$ cat src/pcg_pkg.sv
// Shared constants and types for the power and clock gate control block.
package pcg_pkg;
   // Sizes.
   localparam int NUM_EP  = 16;
   localparam int NUM_RAM = 7;
   // Clock and timing.
   localparam int CLK_PERIOD_NS   = 20;
   localparam int RAM_WAKE_NS     = 20;
   localparam int RAM_WAKE_CYC_I  = (RAM_WAKE_NS + CLK_PERIOD_NS - 1) / CLK_PERIOD_NS;
   localparam logic [3:0] RAM_WAKE_CYC = (RAM_WAKE_CYC_I < 1) ? 4'h1 : 4'(RAM_WAKE_CYC_I);
   localparam logic [7:0] OSC_STABLE_CYC = 8'h40;
   localparam logic [7:0] OSC_CNT_LAST   = OSC_STABLE_CYC - 8'h01;
   // Reset values.
   localparam logic [NUM_EP-1:0] AWAKE_MASK_RST = 16'hFFFF;
   localparam logic [NUM_EP-1:0] SLEEP_MASK_RST = 16'hFFFF;
   // Dormant keyword, value is arbitrary.
   localparam logic [31:0] DORMANT_KEY = 32'h0D0E_A5E5;
   // Register offsets on the APB side.
   localparam logic [7:0] REG_PROC       = 8'h00;
   localparam logic [7:0] REG_AWAKE      = 8'h04;
   localparam logic [7:0] REG_SLEEP      = 8'h08;
   localparam logic [7:0] REG_DORM_RING  = 8'h0C;
   localparam logic [7:0] REG_DORM_XTAL  = 8'h10;
   localparam logic [7:0] REG_WAKE_CFG   = 8'h14;
   localparam logic [7:0] REG_RAM_PD     = 8'h18;
   localparam logic [7:0] REG_STATUS     = 8'h1C;
   // Field positions.
   localparam int CFG_MODE_LSB = 0;
   localparam int CFG_GPIO_EN  = 2;
   localparam int CFG_RTC_EN   = 3;
   localparam int CFG_OSC      = 4;
   localparam int PD_XIP       = 7;
   localparam int ST_HOLD      = 3;
   localparam int ST_RDY_LSB   = 4;
   localparam int ST_XIP       = 11;
   // Oscillator select, wake modes and power states.
   localparam logic OSC_RING = 1'b0;
   localparam logic OSC_XTAL = 1'b1;
   typedef enum logic [1:0] {
      PCG_LEVEL_LOW, PCG_LEVEL_HIGH, PCG_EDGE_FALL, PCG_EDGE_RISE
   } pcg_wake_mode_t;
   typedef enum logic [2:0] {
      PCG_AWAKE, PCG_SLEEP, PCG_WAKE_CLK, PCG_DORMANT, PCG_OSC_START
   } pcg_state_t;
endpackage

$ cat src/pcg_link_if.sv
// Link between the power controller and the system side.
`timescale 1ns/1ps
interface pcg_link_if;
   import pcg_pkg::*;
   logic                 proc_asleep_0;
   logic                 proc_asleep_1;
   logic [1:0]           proc_irq;
   logic                 dma_busy;
   logic                 mask_wr;
   logic                 mask_sel;
   logic [NUM_EP-1:0]    mask_data;
   logic                 dormant_wr;
   logic                 dormant_osc;
   logic [31:0]          dormant_key;
   logic                 active_osc;
   pcg_wake_mode_t       wake_mode;
   logic                 gpio_wake_en;
   logic                 rtc_wake_en;
   logic [NUM_RAM-1:0]   ram_pd_req;
   logic                 xip_pd_req;
   pcg_state_t           power_state;
   logic                 bus_hold;
   logic [NUM_RAM-1:0]   ram_pd;
   logic [NUM_RAM-1:0]   ram_ready;
   logic                 xip_cache_en;

   modport device (
      input  proc_asleep_0, proc_asleep_1, proc_irq, dma_busy, mask_wr, mask_sel,
      input  mask_data, dormant_wr, dormant_osc, dormant_key, active_osc,
      input  wake_mode, gpio_wake_en, rtc_wake_en, ram_pd_req, xip_pd_req,
      output power_state, bus_hold, ram_pd, ram_ready, xip_cache_en
   );
   modport system (
      output proc_asleep_0, proc_asleep_1, proc_irq, dma_busy, mask_wr, mask_sel,
      output mask_data, dormant_wr, dormant_osc, dormant_key, active_osc,
      output wake_mode, gpio_wake_en, rtc_wake_en, ram_pd_req, xip_pd_req,
      input  power_state, bus_hold, ram_pd, ram_ready, xip_cache_en
   );
endinterface

$ cat src/pcg_system_side.sv
// System side: APB registers, processor sleep, DMA and memory requests.
`timescale 1ns/1ps
module pcg_system_side
   import pcg_pkg::*;
(
   // Clock and reset
   input  wire logic                core_clk,
   input  wire logic                reset,
   // Link to the power controller
   pcg_link_if.system               link,
   // APB slave
   input  wire logic                psel,
   input  wire logic                penable,
   input  wire logic                pwrite,
   input  wire logic [7:0]          paddr,
   input  wire logic [31:0]         pwdata,
   output logic [31:0]              prdata,
   output logic                     pready,
   output logic                     pslverr,
   // Processor and DMA events
   input  wire logic [1:0]          irq_in,
   input  wire logic                dma_busy_in,
   // Processor clocks and memory access permission
   output logic [1:0]               proc_clk_en,
   output logic [NUM_RAM-1:0]       ram_access_ok
);

   logic [1:0]          proc_asleep;
   logic [NUM_EP-1:0]   awake_shadow;
   logic [NUM_EP-1:0]   sleep_shadow;
   logic [4:0]          wake_cfg;
   logic [7:0]          ram_retention_select;
   logic                access;
   logic                wr_now;
   logic                mapped;
   logic [31:0]         rd_val;

   assign access = psel & penable & ~pready & ~link.bus_hold;
   assign wr_now = psel & penable & pready & pwrite & ~pslverr;

   always_comb begin
      mapped = 1'b1;
      rd_val = 32'h0000_0000;
      case (paddr)
         REG_PROC:      rd_val[1:0] = proc_asleep;
         REG_AWAKE:     rd_val[NUM_EP-1:0] = awake_shadow;
         REG_SLEEP:     rd_val[NUM_EP-1:0] = sleep_shadow;
         REG_DORM_RING: rd_val = 32'h0000_0000;
         REG_DORM_XTAL: rd_val = 32'h0000_0000;
         REG_WAKE_CFG:  rd_val[4:0] = wake_cfg;
         REG_RAM_PD:    rd_val[7:0] = ram_retention_select;
         REG_STATUS: begin
            rd_val[2:0]                             = link.power_state;
            rd_val[ST_HOLD]                         = link.bus_hold;
            rd_val[ST_RDY_LSB +: NUM_RAM]           = link.ram_ready;
            rd_val[ST_XIP]                          = link.xip_cache_en;
         end
         default:       mapped = 1'b0;
      endcase
   end

   always_ff @(posedge core_clk or posedge reset) begin
      if (reset) begin
         pready  <= 1'b0;
         pslverr <= 1'b0;
         prdata  <= 32'h0000_0000;
      end else begin
         pready  <= access;
         pslverr <= access & ~mapped;
         if (access & ~pwrite) begin
            prdata <= rd_val;
         end
      end
   end

   // processor sleep flags, wake interrupt wins
   always_ff @(posedge core_clk or posedge reset) begin
      if (reset) begin
         proc_asleep <= 2'b00;
      end else begin
         for (int i = 0; i < 2; i++) begin
            if (irq_in[i]) begin
               proc_asleep[i] <= 1'b0;
            end else if (wr_now && paddr == REG_PROC && pwdata[i]) begin
               proc_asleep[i] <= 1'b1;
            end
         end
      end
   end

   always_ff @(posedge core_clk or posedge reset) begin
      if (reset) begin
         proc_clk_en <= 2'b11;
      end else begin
         proc_clk_en <= ~proc_asleep | irq_in;
      end
   end

   // Link event and status registers.
   always_ff @(posedge core_clk or posedge reset) begin
      if (reset) begin
         link.proc_asleep_0 <= 1'b0;
         link.proc_asleep_1 <= 1'b0;
         link.proc_irq      <= 2'b00;
         link.dma_busy      <= 1'b0;
      end else begin
         link.proc_asleep_0 <= proc_asleep[0];
         link.proc_asleep_1 <= proc_asleep[1];
         link.proc_irq      <= irq_in;
         link.dma_busy      <= dma_busy_in;
      end
   end

   always_ff @(posedge core_clk or posedge reset) begin
      if (reset) begin
         link.mask_wr   <= 1'b0;
         link.mask_sel  <= 1'b0;
         link.mask_data <= '0;
         awake_shadow   <= AWAKE_MASK_RST;
         sleep_shadow   <= SLEEP_MASK_RST;
      end else begin
         link.mask_wr <= wr_now & (paddr == REG_AWAKE || paddr == REG_SLEEP);
         if (wr_now && paddr == REG_AWAKE) begin
            link.mask_sel  <= 1'b0;
            link.mask_data <= pwdata[NUM_EP-1:0];
            awake_shadow   <= pwdata[NUM_EP-1:0];
         end else if (wr_now && paddr == REG_SLEEP) begin
            link.mask_sel  <= 1'b1;
            link.mask_data <= pwdata[NUM_EP-1:0];
            sleep_shadow   <= pwdata[NUM_EP-1:0];
         end
      end
   end

   always_ff @(posedge core_clk or posedge reset) begin
      if (reset) begin
         link.dormant_wr  <= 1'b0;
         link.dormant_osc <= OSC_RING;
         link.dormant_key <= 32'h0000_0000;
      end else begin
         link.dormant_wr <= wr_now & (paddr == REG_DORM_RING || paddr == REG_DORM_XTAL);
         if (wr_now && (paddr == REG_DORM_RING || paddr == REG_DORM_XTAL)) begin
            link.dormant_osc <= (paddr == REG_DORM_XTAL) ? OSC_XTAL : OSC_RING;
            link.dormant_key <= pwdata;
         end
      end
   end

   always_ff @(posedge core_clk or posedge reset) begin
      if (reset) begin
         wake_cfg <= 5'h00;
      end else if (wr_now && paddr == REG_WAKE_CFG) begin
         wake_cfg <= pwdata[4:0];
      end
   end

   assign link.wake_mode    = pcg_wake_mode_t'(wake_cfg[CFG_MODE_LSB +: 2]);
   assign link.gpio_wake_en = wake_cfg[CFG_GPIO_EN];
   assign link.rtc_wake_en  = wake_cfg[CFG_RTC_EN];
   assign link.active_osc   = wake_cfg[CFG_OSC];

   // memory and cache power down requests
   always_ff @(posedge core_clk or posedge reset) begin
      if (reset) begin
         ram_retention_select <= 8'h00;
      end else if (wr_now && paddr == REG_RAM_PD) begin
         ram_retention_select <= pwdata[7:0];
      end
   end

   assign link.ram_pd_req = ram_retention_select[NUM_RAM-1:0];
   assign link.xip_pd_req = ram_retention_select[PD_XIP];

   always_ff @(posedge core_clk or posedge reset) begin
      if (reset) begin
         ram_access_ok <= '0;
      end else begin
         ram_access_ok <= link.ram_ready & ~link.ram_pd_req & ~link.ram_pd;
      end
   end

endmodule

$ cat src/flat_wrapper.sv
// flat-port wrapper written by rule: the top's interface ports become plain ports
module pcg_system_side_flat import pcg_pkg::*;
  (core_clk, reset, psel, penable, pwrite, paddr, pwdata, prdata, pready, pslverr, irq_in, dma_busy_in, proc_clk_en, ram_access_ok, link_proc_asleep_0, link_proc_asleep_1, link_proc_irq, link_dma_busy, link_mask_wr, link_mask_sel, link_mask_data, link_dormant_wr, link_dormant_osc, link_dormant_key, link_active_osc, link_wake_mode, link_gpio_wake_en, link_rtc_wake_en, link_ram_pd_req, link_xip_pd_req, link_power_state, link_bus_hold, link_ram_pd, link_ram_ready, link_xip_cache_en);
  pcg_link_if link_i ();
  input  wire logic core_clk;
  input  wire logic reset;
  input  wire logic psel;
  input  wire logic penable;
  input  wire logic pwrite;
  input  wire logic [7:0] paddr;
  input  wire logic [31:0] pwdata;
  output logic [31:0] prdata;
  output logic pready;
  output logic pslverr;
  input  wire logic [1:0] irq_in;
  input  wire logic dma_busy_in;
  output logic [1:0] proc_clk_en;
  output logic [NUM_RAM-1:0] ram_access_ok;
  output wire logic [$bits(link_i.proc_asleep_0)-1:0] link_proc_asleep_0;
  output wire logic [$bits(link_i.proc_asleep_1)-1:0] link_proc_asleep_1;
  output wire logic [$bits(link_i.proc_irq)-1:0] link_proc_irq;
  output wire logic [$bits(link_i.dma_busy)-1:0] link_dma_busy;
  output wire logic [$bits(link_i.mask_wr)-1:0] link_mask_wr;
  output wire logic [$bits(link_i.mask_sel)-1:0] link_mask_sel;
  output wire logic [$bits(link_i.mask_data)-1:0] link_mask_data;
  output wire logic [$bits(link_i.dormant_wr)-1:0] link_dormant_wr;
  output wire logic [$bits(link_i.dormant_osc)-1:0] link_dormant_osc;
  output wire logic [$bits(link_i.dormant_key)-1:0] link_dormant_key;
  output wire logic [$bits(link_i.active_osc)-1:0] link_active_osc;
  output wire logic [$bits(link_i.wake_mode)-1:0] link_wake_mode;
  output wire logic [$bits(link_i.gpio_wake_en)-1:0] link_gpio_wake_en;
  output wire logic [$bits(link_i.rtc_wake_en)-1:0] link_rtc_wake_en;
  output wire logic [$bits(link_i.ram_pd_req)-1:0] link_ram_pd_req;
  output wire logic [$bits(link_i.xip_pd_req)-1:0] link_xip_pd_req;
  input wire logic [$bits(link_i.power_state)-1:0] link_power_state;
  input wire logic [$bits(link_i.bus_hold)-1:0] link_bus_hold;
  input wire logic [$bits(link_i.ram_pd)-1:0] link_ram_pd;
  input wire logic [$bits(link_i.ram_ready)-1:0] link_ram_ready;
  input wire logic [$bits(link_i.xip_cache_en)-1:0] link_xip_cache_en;
  assign link_proc_asleep_0 = link_i.proc_asleep_0;
  assign link_proc_asleep_1 = link_i.proc_asleep_1;
  assign link_proc_irq = link_i.proc_irq;
  assign link_dma_busy = link_i.dma_busy;
  assign link_mask_wr = link_i.mask_wr;
  assign link_mask_sel = link_i.mask_sel;
  assign link_mask_data = link_i.mask_data;
  assign link_dormant_wr = link_i.dormant_wr;
  assign link_dormant_osc = link_i.dormant_osc;
  assign link_dormant_key = link_i.dormant_key;
  assign link_active_osc = link_i.active_osc;
  assign link_wake_mode = link_i.wake_mode;
  assign link_gpio_wake_en = link_i.gpio_wake_en;
  assign link_rtc_wake_en = link_i.rtc_wake_en;
  assign link_ram_pd_req = link_i.ram_pd_req;
  assign link_xip_pd_req = link_i.xip_pd_req;
  assign link_i.power_state = link_power_state;
  assign link_i.bus_hold = link_bus_hold;
  assign link_i.ram_pd = link_ram_pd;
  assign link_i.ram_ready = link_ram_ready;
  assign link_i.xip_cache_en = link_xip_cache_en;
  pcg_system_side u_core (.core_clk(core_clk), .reset(reset), .link(link_i), .psel(psel), .penable(penable), .pwrite(pwrite), .paddr(paddr), .pwdata(pwdata), .prdata(prdata), .pready(pready), .pslverr(pslverr), .irq_in(irq_in), .dma_busy_in(dma_busy_in), .proc_clk_en(proc_clk_en), .ram_access_ok(ram_access_ok));
endmodule
$ cat config.mk
export PLATFORM = sky130hd
export DESIGN_NAME = pcg_system_side_flat
export DESIGN_NICKNAME = d
export VERILOG_FILES = /design/src/pcg_pkg.sv /design/src/pcg_link_if.sv /design/src/pcg_system_side.sv /design/src/flat_wrapper.sv
export SDC_FILE = /design/constraint.sdc
export NUM_CORES = 1
export LEC_CHECK = 0
export BUFFER_PORTS_ARGS = -buffer_cell sky130_fd_sc_hd__buf_2
export CORE_MARGIN = 2
export CORE_UTILIZATION = 30
export CTS_BUF_LIST = sky130_fd_sc_hd__clkbuf_4 sky130_fd_sc_hd__clkbuf_8 sky130_fd_sc_hd__clkbuf_16
export DETAILED_ROUTE_END_ITERATION = 8
export GPL_ROUTABILITY_DRIVEN = 1
export PLACE_DENSITY = 0.66
export SLEW_MARGIN = 30
export SYNTH_ARGS = -nofsm -noshare
export SYNTH_HDL_FRONTEND = slang
export SYNTH_SLANG_ARGS = --single-unit
$ cat constraint.sdc
create_clock -name core_clk -period 3.65 [get_ports core_clk]
set_input_delay 0.1825 -clock core_clk [delete_from_list [all_inputs] [get_ports core_clk]]
set_output_delay 0.1825 -clock core_clk [all_outputs]
set_load 0.03 [all_outputs]
Yosys cells after proc, flatten, opt, wreduce, memory -nomap -nowiden
Index checks and enable logic that the tools add are counted.
W data, S select, Z words.
Word-level totals
  bits in registers: 131
  output and inout bits: 113
  logic and storage cells: 81
Operators by class
  equal/unequal tests: 7
  muxes and demuxes: 15
  bitwise operators: 22
  reduce and logical (&&, ||, !) cells: 16
Operator list (number)
  $eq A8 B5 Y1 const B: 4
  $mux W16: 2
  $eq A8 B4 Y1 const B: 2
  $pmux W3 S5: 1
  $and A7 B7 Y7: 2
  $not A7 Y7: 2
  $pmux W2 S6: 1
  $pmux W3 S4: 1
  $pmux W4 S3: 1
  $and A1 B1 Y1: 10
  $eq A8 B3 Y1 const B: 1
  $logic_and A1 B1 Y1: 8
  $logic_not A8 Y1: 1
  $mux W1: 8
  $pmux W4 S2: 1
  $reduce_or A8 Y1: 1
  $not A1 Y1: 6
  $reduce_bool A2 Y1: 3
  $logic_or A1 B1 Y1: 2
  $not A2 Y2: 1
  $or A2 B2 Y2: 1
  $reduce_and A2 Y1: 1

Depth between registers and ports, before layout
Gate-level depths: netlist of the first run.
  depth after elaboration: 8
  depth in mapped cells: 7
  gate-level depth less buffers: 5

Least setup slack after synthesis of the first run
No wires, ideal clock.
  kind: flip-flop to flip-flop
  from: register u_core.pready
  to: register u_core.prdata[6]
  library setup time: 0.076 ns
  arrival: 1.918 ns
  data required time: 3.574 ns
  setup slack: 1.655 ns
  stages on the path, launching flop included: 6
  clock period less this slack: 1.995 ns
  path through: dfrtp_1 nand4bb_1 or4_1 buf_2 or3_1 o21ai_1
On the way
  word-level cells in the longest chain between the ends: 4
Ends and longest elaborated chain
  start, declared: line pcg_system_side.sv:18  | output logic pready,
  start signal, assigned: line pcg_system_side.sv:68  | pready <= access;
  $not A1 Y1: line pcg_system_side.sv:38  | assign access = psel & penable & ~pready & ~link.bus_hold;
  $and A1 B1 Y1 (2 in a row): line pcg_system_side.sv:38
  $and A1 B1 Y1: line pcg_system_side.sv:70  | if (access & ~pwrite) begin
  end signal, assigned: line pcg_system_side.sv:71  | prdata <= rd_val;
  end, declared: line pcg_system_side.sv:17  | output logic [31:0] prdata,
Every way passes these cells.
A chain may end at the register's enable or synchronous reset.

Worst setup path in the final report of the first run
  from: input port paddr[4]
  to: register u_core.link.mask_data[3]
On the way
  word-level cells in the longest chain between the ends: 3
  elaborated cells between the ends (all ways): 6
Ends and longest elaborated chain
  start, declared: line flat_wrapper.sv:10  | input wire logic [7:0] paddr;
  $eq A8 B3 Y1 / $eq A8 B4 Y1 (equally long branches): line pcg_system_side.sv:123, pcg_system_side.sv:127
  $logic_and A1 B1 Y1, on equally long branches: line pcg_system_side.sv:123, pcg_system_side.sv:127
  $mux W16 / $reduce_bool A2 Y1 (equally long branches)
  end signal, assigned: line pcg_system_side.sv:125  | link.mask_data <= pwdata[NUM_EP-1:0];
  end signal, assigned: line pcg_system_side.sv:129  | link.mask_data <= pwdata[NUM_EP-1:0];
  end, declared: line pcg_link_if.sv:35  | output mask_data, dormant_wr, dormant_osc, dormant_key, active_osc,
Parallel ways exist; a longest one is shown, timed or not.

==> results of run 1 <==
## state kept, by name (all words and copies together), names as in the netlist, 5 cells and up
name / count
u_core.prdata: 16
u_core.link.mask_data: 16
u_core.link.dormant_key: 32
u_core.ram_access_ok: 7
u_core.ram_retention_select: 8
u_core.awake_shadow: 16
u_core.wake_cfg: 5
u_core.sleep_shadow: 16
## critical path, delay by kind of cell
kind	cells	cell delay, ps
and+or+nand+nor	2	920
AOI/OAI and AO/OA	1	740
buffers and inverters	1	220
muxes	1	420
## per-layer routing
metal	global-route usage, %	up-vias	share of wire (%)
met4	7.58	0	3.0
met5	0	-	0
li1	-	1819	-
met2	26.4	161	50
met1	19.0	1996	41
met3	5.16	31	6.2
## kinds of logic after synthesis
logic type | count (synthesis)
XOR/XNOR | 1
AO/OA/AOI/OAI | 55
flip-flops | 131
AND/OR/NAND/NOR | 71
other | 1
multiplexers | 100
buffers and inverters | 43
## placed cells by master, fill, tap and decap left out, types with 3 or more instances in the layout
cell | netlist | layout
sky130_fd_sc_hd__nand2_1 | 16 | 16
sky130_fd_sc_hd__dlygate4sd3_1 | 0 | 26
sky130_fd_sc_hd__nor2b_1 | 3 | 3
sky130_fd_sc_hd__dfstp_2 | 34 | 34
sky130_fd_sc_hd__dfrtp_1 | 97 | 97
sky130_fd_sc_hd__inv_1 | 4 | 3
sky130_fd_sc_hd__o21ai_0 | 3 | 3
sky130_fd_sc_hd__nand3_1 | 5 | 5
sky130_fd_sc_hd__a31oi_1 | 4 | 4
sky130_fd_sc_hd__o31ai_1 | 5 | 5
sky130_fd_sc_hd__clkinv_4 | 0 | 3
sky130_fd_sc_hd__nor3_1 | 3 | 3
sky130_fd_sc_hd__o2bb2ai_1 | 4 | 4
sky130_fd_sc_hd__a22oi_1 | 12 | 12
sky130_fd_sc_hd__nand2b_1 | 3 | 3
sky130_fd_sc_hd__o311ai_0 | 3 | 3
sky130_fd_sc_hd__a22o_1 | 8 | 8
sky130_fd_sc_hd__nor4_1 | 3 | 3
sky130_fd_sc_hd__buf_4 | 19 | 5
sky130_fd_sc_hd__conb_1 | 1 | 16
sky130_fd_sc_hd__nor2_1 | 12 | 12
sky130_fd_sc_hd__clkbuf_16 | 0 | 17
sky130_fd_sc_hd__bufinv_16 | 0 | 6
sky130_fd_sc_hd__nor3b_1 | 7 | 7
sky130_fd_sc_hd__mux2_2 | 98 | 98
sky130_fd_sc_hd__a21oi_1 | 5 | 5
sky130_fd_sc_hd__buf_2 | 6 | 163
sky130_fd_sc_hd__or4bb_1 | 4 | 4
## power groups by stage
stage,logic [mW],registers (mW),clock network [mW]
6_report,0.211,1.47,1.95
3_5_place_dp,0.190,1.49,0
3_3_place_gp,0.186,1.49,0
5_1_grt,0.230,1.47,2.05
4_1_cts,0.212,1.47,1.99
2_1_floorplan,0.0980,1.51,0
## final timing paths
path | end | from | depth (start not counted) | slack, ps
worst max-delay path | u_core.link.mask_data[3] | paddr[4] | 5 | 1460
worst min-delay path | u_core.link.dormant_key[17] | pwdata[17] | 2 | 30
worst max register to register | u_core.link.dormant_key[19] | u_core.pready | 5 | 1490
worst min register to register | u_core.link.proc_asleep_0 | u_core.proc_asleep[0] | 0 | 450
max in group asynchronous | u_core.link.mask_data[10] | reset | 4 | 2300
min in group asynchronous | u_core.link.dormant_key[25] | reset | 3 | 400
## layout make-up
class | count | share of cell area (%)
Timing Repair Buffer | 194 | 14.9
Multi-Input combinational cell | 243 | 27.4
Clock inverter | 13 | 3.10
Tap cell | 229 | 3.84
Inverter | 4 | 0.302
Sequential cell | 131 | 44.5
Antenna cell | 1 | 0.0335
Clock buffer | 19 | 5.98
## stage by stage
step | cells | total power [mW] | instance area (um^2)
after global placement | 775 | 1.68 | 6520
after global routing | 834 | 3.75 | 7470
after floorplan | 417 | 1.61 | 5590
after detailed placement | 775 | 1.68 | 6520
after CTS | 833 | 3.67 | 7460
final | 834 | 3.63 | 7470
==> results.md, run 1 <==
- The HPWL after detailed placement is 10800 um.
- In this run the clock root is driven by a sky130_fd_sc_hd__clkbuf_16.
- The last weighted congestion value of the routability-driven placer is 0.746.
- The worst setup timing slack at the placement stage is 1040 ps.
- After floorplanning, the core was divided into 49 placement rows.
- The most common cell in the synthesized netlist is sky130_fd_sc_hd__mux2_2.
- The share of power burned in combinational logic is 5.8%.
- The average wire per standard cell is 18.4 um.
- The clock arrives with 11.0 ps of skew.
- The die footprint is 19600 um^2.
- Summed over all instances, the cell type with the most area after synthesis is sky130_fd_sc_hd__dfrtp_1.
- The number of gates resized after CTS was 0.
- The initial utilization of the core area, before any placement, comes to 30.7%.
- The count of buffers from port buffering is 163.
- Summing all multi-input logic gate instances after layout gives 2040 um^2.
- Sequential cells account for 40.5% of the total power.
- Among all flip-flop cells after synthesis, the most frequent one is sky130_fd_sc_hd__dfrtp_1.
- The number of hold-slack violations in the final timing report is 0.
- Of the post-synthesis cell area, the dominant cell type holds 43.8%.
- The relative area change from synthesis to final layout is 34.8%.
- Setup repair after global routing left no endpoint under its margin.
- Summing over every cut layer, the via total after detailed routing is 4007.
- The via count of the first global-routing pass is 4260.
- By area, the combinational part of the netlist is dominated by multiplexers.
- For the pin with the worst max-slew slack, the measured transition is 838 ps.
- The tool flagged a number of max-cap violations equal to 0.
- The simple-gate area share of the yosys netlist is 7.79%.
- The class of the most critical hold timing path is primary input to flop.
- The clock network latency to the later pin of the worst-skew pair is 420 ps.
- The die height is 140 um.
- Summed over all cells, the static leakage comes to 3.77 nW.
- The max-slew violation total from the final report is 0.
- The internal power is 2.84 mW.
- The kind of capture point of the worst setup path is a flop.
- Registers take 3320 um^2.
- The post-route core utilization is 41.4%.
- TritonCTS built the clock tree.
- The first detailed-routing pass took 5 iterations.
- Clock-pin slew was measured on the worst setup and hold paths at 60 ps.
- The kind of start point of the critical path is a primary input.
- The post-cts hold buffer count is 26.
- The run finished with clean final reports.
- The period utilization is 60.1%.
- Each instance of the synthesized netlist takes up on average 13.8 um^2.
- Subtracting the final worst setup slack from the clock period gives 2190 ps.
- Across all setup checks in the final design, the least slack found is 1460 ps.
- The maximum number of pins on one net before global-route repair is 105.
- Traced cell by cell, the critical path runs through buf_2, or4_1, nor2_1, o211a_1, mux2_2.
- For this design, the sink count on the clock tree is 131.
- The setup fix buffers added after clock tree synthesis is 0.
- The H-tree was split into 4 levels.
- In the synthesized netlist the async set-or-reset flop fraction comes to 100%.
- In this design, the stage delay of the slowest critical-path cell is 740 ps.
- Headroom to the max-slew limit came out at 44.2%.
- Summing the areas of all compound-gate instances in the mapped netlist gives 7.37% of the synthesized area.
- The residual overflow from global routing is 0.
- In this run, CTS created clock tree buffers numbering 17.
- The adder-cell share of the synthesized area is 0%.
- Once detail routing completed, the nets flagged for antenna violations numbered 0.
- For this run, the top clock speed supported by timing is 456 MHz.
- In the synthesized netlist, the number of instances is 402.
- In this run the standard cell core region covers 18000 um^2.
- In this run the power density over the cells is 486 nW/um^2.
- The net switching power of the design is 786 uW.
- The maximum vdd drop is 0.000314 V.
- For this run, the number of Yosys warnings is 0.
- The worst hold margin is 30.7 ps.
- In this run the worst path has a maximum fanout of 21.
- The horizontal die dimension is 140 um.
- The portion of netlist area occupied by mux cells is 20.3%.
- Of the total synthesized cell area, the portion taken by XOR and XNOR cells is 0.158%.
- The share of cells above drive strength 1 is 56.1%.
- Yosys mapped the design onto 47 distinct sky130hd cell types.
- The synthesized netlist occupies a cell area of 5540 um^2.
- After the first detailed-routing iteration, the DRC count stood at 144.
- The initial antenna violation count was 1.
- Among all stages on the critical path, the largest delay is contributed by sky130_fd_sc_hd__o211a_1.
- The count of endpoints failing setup in the final report is 0.
- The switching power as a share of total power is 21.7%.
- Dividing the detail-routed via count by the number of cells gives 4.80.
- The detailed-route wire length is 15300 um.
- The commonest cells after synthesis are sky130_fd_sc_hd__mux2_2, sky130_fd_sc_hd__dfrtp_1, sky130_fd_sc_hd__dfstp_2.
- The data arrival time at the worst-slack endpoint is 2490 ps.
- After synthesis the netlist holds a flip-flop and latch count of 131.
- The critical path is of the primary input to flop type.
- At the worst endpoint, the required time is 3950 ps.
- The count of nets after finishing is 658.
- The share of the Yosys chip area taken by registers is 60.0%.
- Yosys attributes the largest share of cell area to sky130_fd_sc_hd__dfrtp_1, sky130_fd_sc_hd__mux2_2, sky130_fd_sc_hd__dfstp_2, sky130_fd_sc_hd__buf_4, sky130_fd_sc_hd__a22oi_1.
- The total I/O pin count is 180.
- The number of design rule violations left after detail routing is 0.
- The clock network burns 53.7% of the power.
- The count of fill cells added during filler insertion is 1751.
- The number of buffers on the longest clock path is 2.
- The first-pass GRT wire length is 23800 um.
- In this run, synthesis inferred 0 flip-flops with an integrated enable.
- The setup TNS is 0 ps.
- The global router's overall resource usage is 16.0%.
Power figures use the tool's default switching activity.
==> inputs of run 2 (changes only) <==
--- a/config.mk
+++ b/config.mk
@@ -11,7 +11,7 @@
 export CTS_BUF_LIST = sky130_fd_sc_hd__clkbuf_4 sky130_fd_sc_hd__clkbuf_8 sky130_fd_sc_hd__clkbuf_16
 export DETAILED_ROUTE_END_ITERATION = 8
 export GPL_ROUTABILITY_DRIVEN = 1
-export PLACE_DENSITY = 0.66
+export PLACE_DENSITY = 0.64
 export SLEW_MARGIN = 30
 export SYNTH_ARGS = -nofsm -noshare
 export SYNTH_HDL_FRONTEND = slang
==> constraint.sdc (replaced) <==
create_clock -name core_clk -period 2.2 [get_ports core_clk]
set_input_delay 0.11 -clock core_clk [delete_from_list [all_inputs] [get_ports core_clk]]
set_output_delay 0.11 -clock core_clk [all_outputs]
set_load 0.03 [all_outputs]
==> run 2 against run 1 <==
Against the previous run:
- worst hold slack got worse by 19 ps
- core utilization is 1.6 points higher
- die area unchanged
- first-iteration DRC count shrank 2.8%
- non-clock buffer count is 35 higher
- cell area up 4.0%
- critical path depth increased by 1
- routed wire length fell by 0.95%
- largest cell class unchanged
- highest routed layer unchanged
==> results.md, run 2 (same netlist as run 1, synthesis figures left out) <==
- For this run, the total global-route usage over all layers was measured as 16.1%.
- The maximum number of pins on one net before global-route repair is 65.
- The data arrival time at the worst-slack endpoint is 2480 ps.
- The clock network latency to the later pin of the worst-skew pair is 420 ps.
- The power density over the cells is 738 nW/um^2.
- The total area inside the core boundary comes to 18000 um^2.
- For this configuration, the core starts out at a cell density of 30.7%.
- The die covers 19600 um^2.
- The final layout contains routed wiring with a total length of 15200 um.
- The root buffer cell is sky130_fd_sc_hd__clkbuf_16.
- Setup violations remaining at the end of the flow were counted as 0.
- The number of inserted diodes is 0.
- For this run, the post-layout net count is 693.
- The area of all placed cells without fillers is 7760 um^2.
- The pre-antenna-repair detailed-routing pass consisted of 4 iterations.
- The maximum vdd drop is 0.000497 V.
- Leaving out fill and tap cells, the most frequent cells in the layout are sky130_fd_sc_hd__buf_2, sky130_fd_sc_hd__mux2_2, sky130_fd_sc_hd__dfrtp_1.
- The count of buffers from port buffering is 163.
- The die height is 140 um.
- The tree built by TritonCTS fans out to 131 sinks.
- The run finished with clean final reports.
- The number of vias per cell after detailed routing is 4.71.
- The final setup skew is 8.74 ps.
- In the routed design, unresolved DRC markers number 0.
- At the end of routability-driven placement, the weighted congestion stood at 0.799.
- Compared with the post-synthesis result, the final layout area differs by 40.2%.
- The critical path in this run is classified as primary input to flop.
- The clock period could shrink to 2140 ps.
- After the first detailed-routing iteration, the DRC count stood at 140.
- The number of buffers added by the clock tree synthesis step is 17.
- Setup repair after global routing left no endpoint under its margin.
- The max-slew violation total from the final report was 0.
- The period utilization is 97.1%.
- The setup TNS is 0 ps.
- The total placed instance area is 6690 um^2.
- The die is 140 um wide.
- The H-tree generated during clock tree synthesis spans 4 levels.
- The clock passes through at most 2 buffers.
- The path class of the tightest hold or removal check is primary input to flop.
- The largest register by flop count is u_core.link.dormant_key.
- The vias after detailed routing is 4088.
- The achievable clock frequency is 468 MHz.
- The initial antenna violation count is 0.
- The post-route netlist has 55.6% of its cells at a drive strength greater than 1.
- The total I/O pin count is 180.
- The static leakage is 3.93 nW.
- TritonCTS built the clock tree.
- After clock tree synthesis, the clock-pin slew on the worst setup and hold paths is 60 ps.
- The most common cell after layout, fill and taps aside is sky130_fd_sc_hd__buf_2.
- STA classifies the critical path startpoint as a primary input.
- The first global-routing pass estimated 24300 um of wire.
- The number of hold-slack violations in the final timing report was 0.
- The number of max-cap violations is 0.
- The number of standard-cell rows in the floorplan is 49.
- The average wire per standard cell is 17.5 um.
- The residual overflow from global routing is 0.
- Detailed placement finished with a half-perimeter wire length of 10900 um.
- The flip-flop count of the largest register after layout is 32.
- The count of nets left with antenna violations once routing finished came out at 0.
- The required arrival time at the worst endpoint is 2540 ps.
- STA classifies the critical path endpoint as a flop.
- The via count of the first global-routing pass is 4387.
- In this run the worst path has a maximum fanout of 7.
- In this run the post-CTS setup repair buffer count came out at 0.
run 2: metrics by stage:
stage / cells / setup slack, ps / util [%] / hold WS, ps / total power [mW]
after CTS: 868 / 82.5 / 43.1 / 9.63 / 5.81
after global routing: 868 / 0.339 / 43.1 / 17.8 / 5.96
after floorplan: 417 / 205 / - / 141 / 2.67
after global placement: 790 / 199 / 37.1 / 59.5 / 2.80
final: 868 / 62.8 / 43.1 / 11.2 / 5.73
after detailed placement: 790 / 175 / 37.1 / 57.8 / 2.81
run 2: final timing paths:
path / from / end / slack, ps / depth (start not counted)
worst min-delay path: pwdata[5] / u_core.link.dormant_key[5] / 10 / 2
min in group asynchronous: reset / u_core.ram_access_ok[6] / 170 / 3
max in group asynchronous: reset / u_core.sleep_shadow[11] / 1360 / 4
worst min register to register: u_core.proc_asleep[0] / u_core.link.proc_asleep_0 / 440 / 0
worst max-delay path: paddr[7] / u_core.prdata[6] / 60 / 6
worst max register to register: u_core.pready / u_core.wake_cfg[4] / 260 / 4
run 2: power by group:
group	internal, mW	switching (mW)
clock	1.89	1.02
sequential	2.43	0.00798
combinational	0.151	0.238
run 2: routing by layer:
metal  global-route usage, %  part of all wire (%)  vias up  wire [um]
met1                    20.6                    45     2051       6820
li1                        -                     -     1885          -
met5                       0                     0        -          0
met3                    5.26                   6.0       22        914
met4                    5.21                   1.8        0        276
met2                    25.7                    47      130       7190
run 2: final cells by class:
class | instances | area, um^2
fill | 1701 | 10300
sequential | 131 | 3320
multi-input combinational | 243 | 2050
timing repair buffer | 229 | 1480
clock buffer | 22 | 482
tap | 229 | 287
clock inverter | 10 | 133
inverter | 4 | 18.8
run 2: worst max-delay path, stage by stage:
cell and delay (ps):
sky130_fd_sc_hd__dlygate4sd3_1 530, sky130_fd_sc_hd__buf_2 130, sky130_fd_sc_hd__or3_1 470, sky130_fd_sc_hd__or4_1 680, sky130_fd_sc_hd__or3_1 420, sky130_fd_sc_hd__o21ai_1 140
run 2: what timing repair did:
item,CTS,global route
gates resized for setup,0,0
hold buffers,46,0
endpoints found under the hold margin,160,0
==> inputs of run 3 (changes only) <==
==> constraint.sdc (replaced) <==
create_clock -name core_clk -period 2.32 [get_ports core_clk]
set_input_delay 0.116 -clock core_clk [delete_from_list [all_inputs] [get_ports core_clk]]
set_output_delay 0.116 -clock core_clk [all_outputs]
set_load 0.03 [all_outputs]
==> run 3 against run 2 <==
Against the previous run:
- core utilization fell by 0.15 points
- clock-buffer cell count did not move
- critical path depth rose by 1
- cell area fell by 0.34%
- sequential share of layout area rose by 0.15 points
- total power fell by 3.1%
- sequential power fell by 5%
- critical endpoint is now u_core.link.mask_data[8]
- highest routed layer unchanged
==> results.md, run 3 (same netlist as run 1, synthesis figures left out) <==
- The post-route core utilization is 42.9%.
- Once detailed placement completed, the half-perimeter wirelength came to 11000 um.
- Measured along the x axis, the die boundary spans 140 um.
- The initial antenna violation count is 0.
- The count of nets after finishing is 690.
- Across the run, the number of max-cap violations was 0.
- At the pin with the least slew margin, the transition time is 804 ps.
- The library cell used most frequently in the layout, excluding fill and tap cells, is sky130_fd_sc_hd__buf_2.
- The number of buffers added by the clock tree synthesis step is 17.
- The last weighted congestion value of the routability-driven placer is 0.810.
- The total overflow left after global routing is 0.
- The critical path goes through dlygate4sd3_1, buf_2, or4_1, nor2_1, o211a_1, buf_4, mux2_2.
- The maximum fanout along the worst path is 10.
- Clock tree synthesis selected as its root buffer the cell sky130_fd_sc_hd__clkbuf_16.
- The max-slew violation total from the final report is 0.
- The routed design has 15600 um of wire.
- Setup repair after global routing left no endpoint under its margin.
- The share of cells above drive strength 1 is 55.7%.
- The biggest cell delay along the critical path is 600 ps.
- After clock tree synthesis, the clock-pin slew on the worst setup and hold paths is 50 ps.
- Across the VDD grid, the largest voltage drop is 0.000501 V.
- In this run the vertical extent of the chip is 140 um.
- The clock period minus worst slack is 2210 ps.
- On the final layout, the worst clock skew is 8.48 ps.
- The first global-routing pass estimated 24900 um of wire.
- The maximum number of pins on one net before global-route repair is 34.
- The setup fix buffers added after clock tree synthesis is 0.
- The floorplan step defined a core boundary enclosing 18000 um^2.
- The number of vias per cell after detailed routing is 4.77.
- Overall power consumption after layout is estimated at 5.55 mW.
- STA classifies the critical path startpoint as a primary input.
- The worst reg2reg path depth is 4.
- Detailed routing inserted a total of 4124 vias.
- The achievable clock frequency is 451 MHz.
- Summed over all cells, the static leakage comes to 3.93 nW.
- The kind of capture point of the worst setup path is a flop.
- The worst setup path is of the primary input to flop kind.
- The total number of cells along the worst setup path is 7.
- The run finished with clean final reports.
- From synthesis to final layout, the design area changed by 39.7%.
- The initial DRC count is 187.
- The number of design rule violations left after detail routing is 0.
- The die footprint is 19600 um^2.
- Setup violations remaining at the end of the flow were counted as 0.
- The CTS H-tree depth is 4.
- Broken down by cell family, the worst path's largest delay share belongs to simple AND/OR/NAND/NOR gates.
- After floorplanning, the core was divided into 49 placement rows.
- The count of TritonRoute iterations in the first routing pass is 5.
- The period utilization is 95.5%.
- The average wire per standard cell is 18.0 um.
- The worst hold path was traced through 2 stages.
- Measured against its own limit, the worst slew margin works out to 46.4%.
- The clock passes through at most 2 buffers.
- The path class of the tightest hold or removal check is primary input to flop.
- The setup TNS is 0 ps.
- In the layout the commonest cells are sky130_fd_sc_hd__buf_2, sky130_fd_sc_hd__mux2_2, sky130_fd_sc_hd__dfrtp_1.
- The count of buffers from port buffering is 163.
- The later pin in the worst-skew pair is clocked with a latency of 420 ps.
- The number of routed nets with antenna violations is 0.
- The register with the most flip-flops in the final layout is u_core.link.dormant_key.
- The number of sinks on the clock net is 131.
- The number of inserted diodes is 0.
- The via count of the first global-routing pass is 4506.
- The global router's overall resource usage is 16.5%.
- The number of hold-slack violations in the final timing report is 0.
- The largest individual stage delay along the critical path comes from the cell sky130_fd_sc_hd__or4_1.
- In this run the power density over the cells is 718 nW/um^2.
- TritonCTS built the clock tree.
- STA puts the critical path data arrival time at 2510 ps.
- For the worst setup path, the data required time is 2620 ps.
- The flip-flop count of the largest register after layout is 32.
- The initial utilization of the core area, before any placement, comes to 30.7%.
- 180 I/O pins were placed.
- The number of buffer and inverter instances along the worst setup path is 3.
[run 3: layout make-up]
cell class / instances / area, um^2
inverter: 4 / 18.8
fill: 1689 / 10300
timing repair buffer: 226 / 1420
sequential: 131 / 3320
clock buffer: 22 / 488
tap: 229 / 287
multi-input combinational: 243 / 2050
clock inverter: 10 / 153
[run 3: per-layer routing]
layer / part of all wire [%] / GRT usage, % / vias to the layer above
met5: 0 / 0 / -
met2: 47 / 26.2 / 163
li1: - / - / 1879
met1: 43 / 20.4 / 2046
met4: 3.4 / 7.37 / 0
met3: 6.6 / 5.54 / 36
[run 3: worst reg2reg max path: cells and delay by family (launching register included)]
kind | cells | cell delay [ps]
AO/OA/AOI/OAI | 1 | 160
AND/OR/NAND/NOR | 3 | 1460
flip-flops | 1 | 390
[run 3: power by group]
group          switching [mW]  internal [mW]
registers             0.00737           2.31
clock network           0.961           1.91
logic                   0.227          0.140
total                    1.20           4.36
[run 3: what timing repair did]
action                                 CTS  global route
setup endpoints to repair                0             0
endpoints found under the hold margin   75             0
hold buffers                            44             0
gates resized for setup                  0             0
[run 3: path summary, 6_finish.rpt]
check | start | to | slack [ps]
min | pwdata[8] | u_core.link.dormant_key[8] | 20
max in group asynchronous | reset | u_core.link.dormant_key[24] | 1130
max reg2reg | u_core.pready | u_core.prdata[7] | 220
min in group asynchronous | reset | u_core.link.mask_data[11] | 370
max | paddr[5] | u_core.link.mask_data[8] | 110
min reg2reg | u_core.proc_asleep[0] | u_core.link.proc_asleep_0 | 430
[run 3: stage by stage]
stage          worst slack (ps)  instance area (um^2)  cells  hold WS (ps)
5_1_grt                    28.4                  7740    865          18.0
4_1_cts                     121                  7740    865          5.48
3_3_place_gp                273                  6660    789           225
2_1_floorplan               325                  5600    417           147
6_report                    105                  7740    865          20.6
3_5_place_dp                233                  6660    789           240
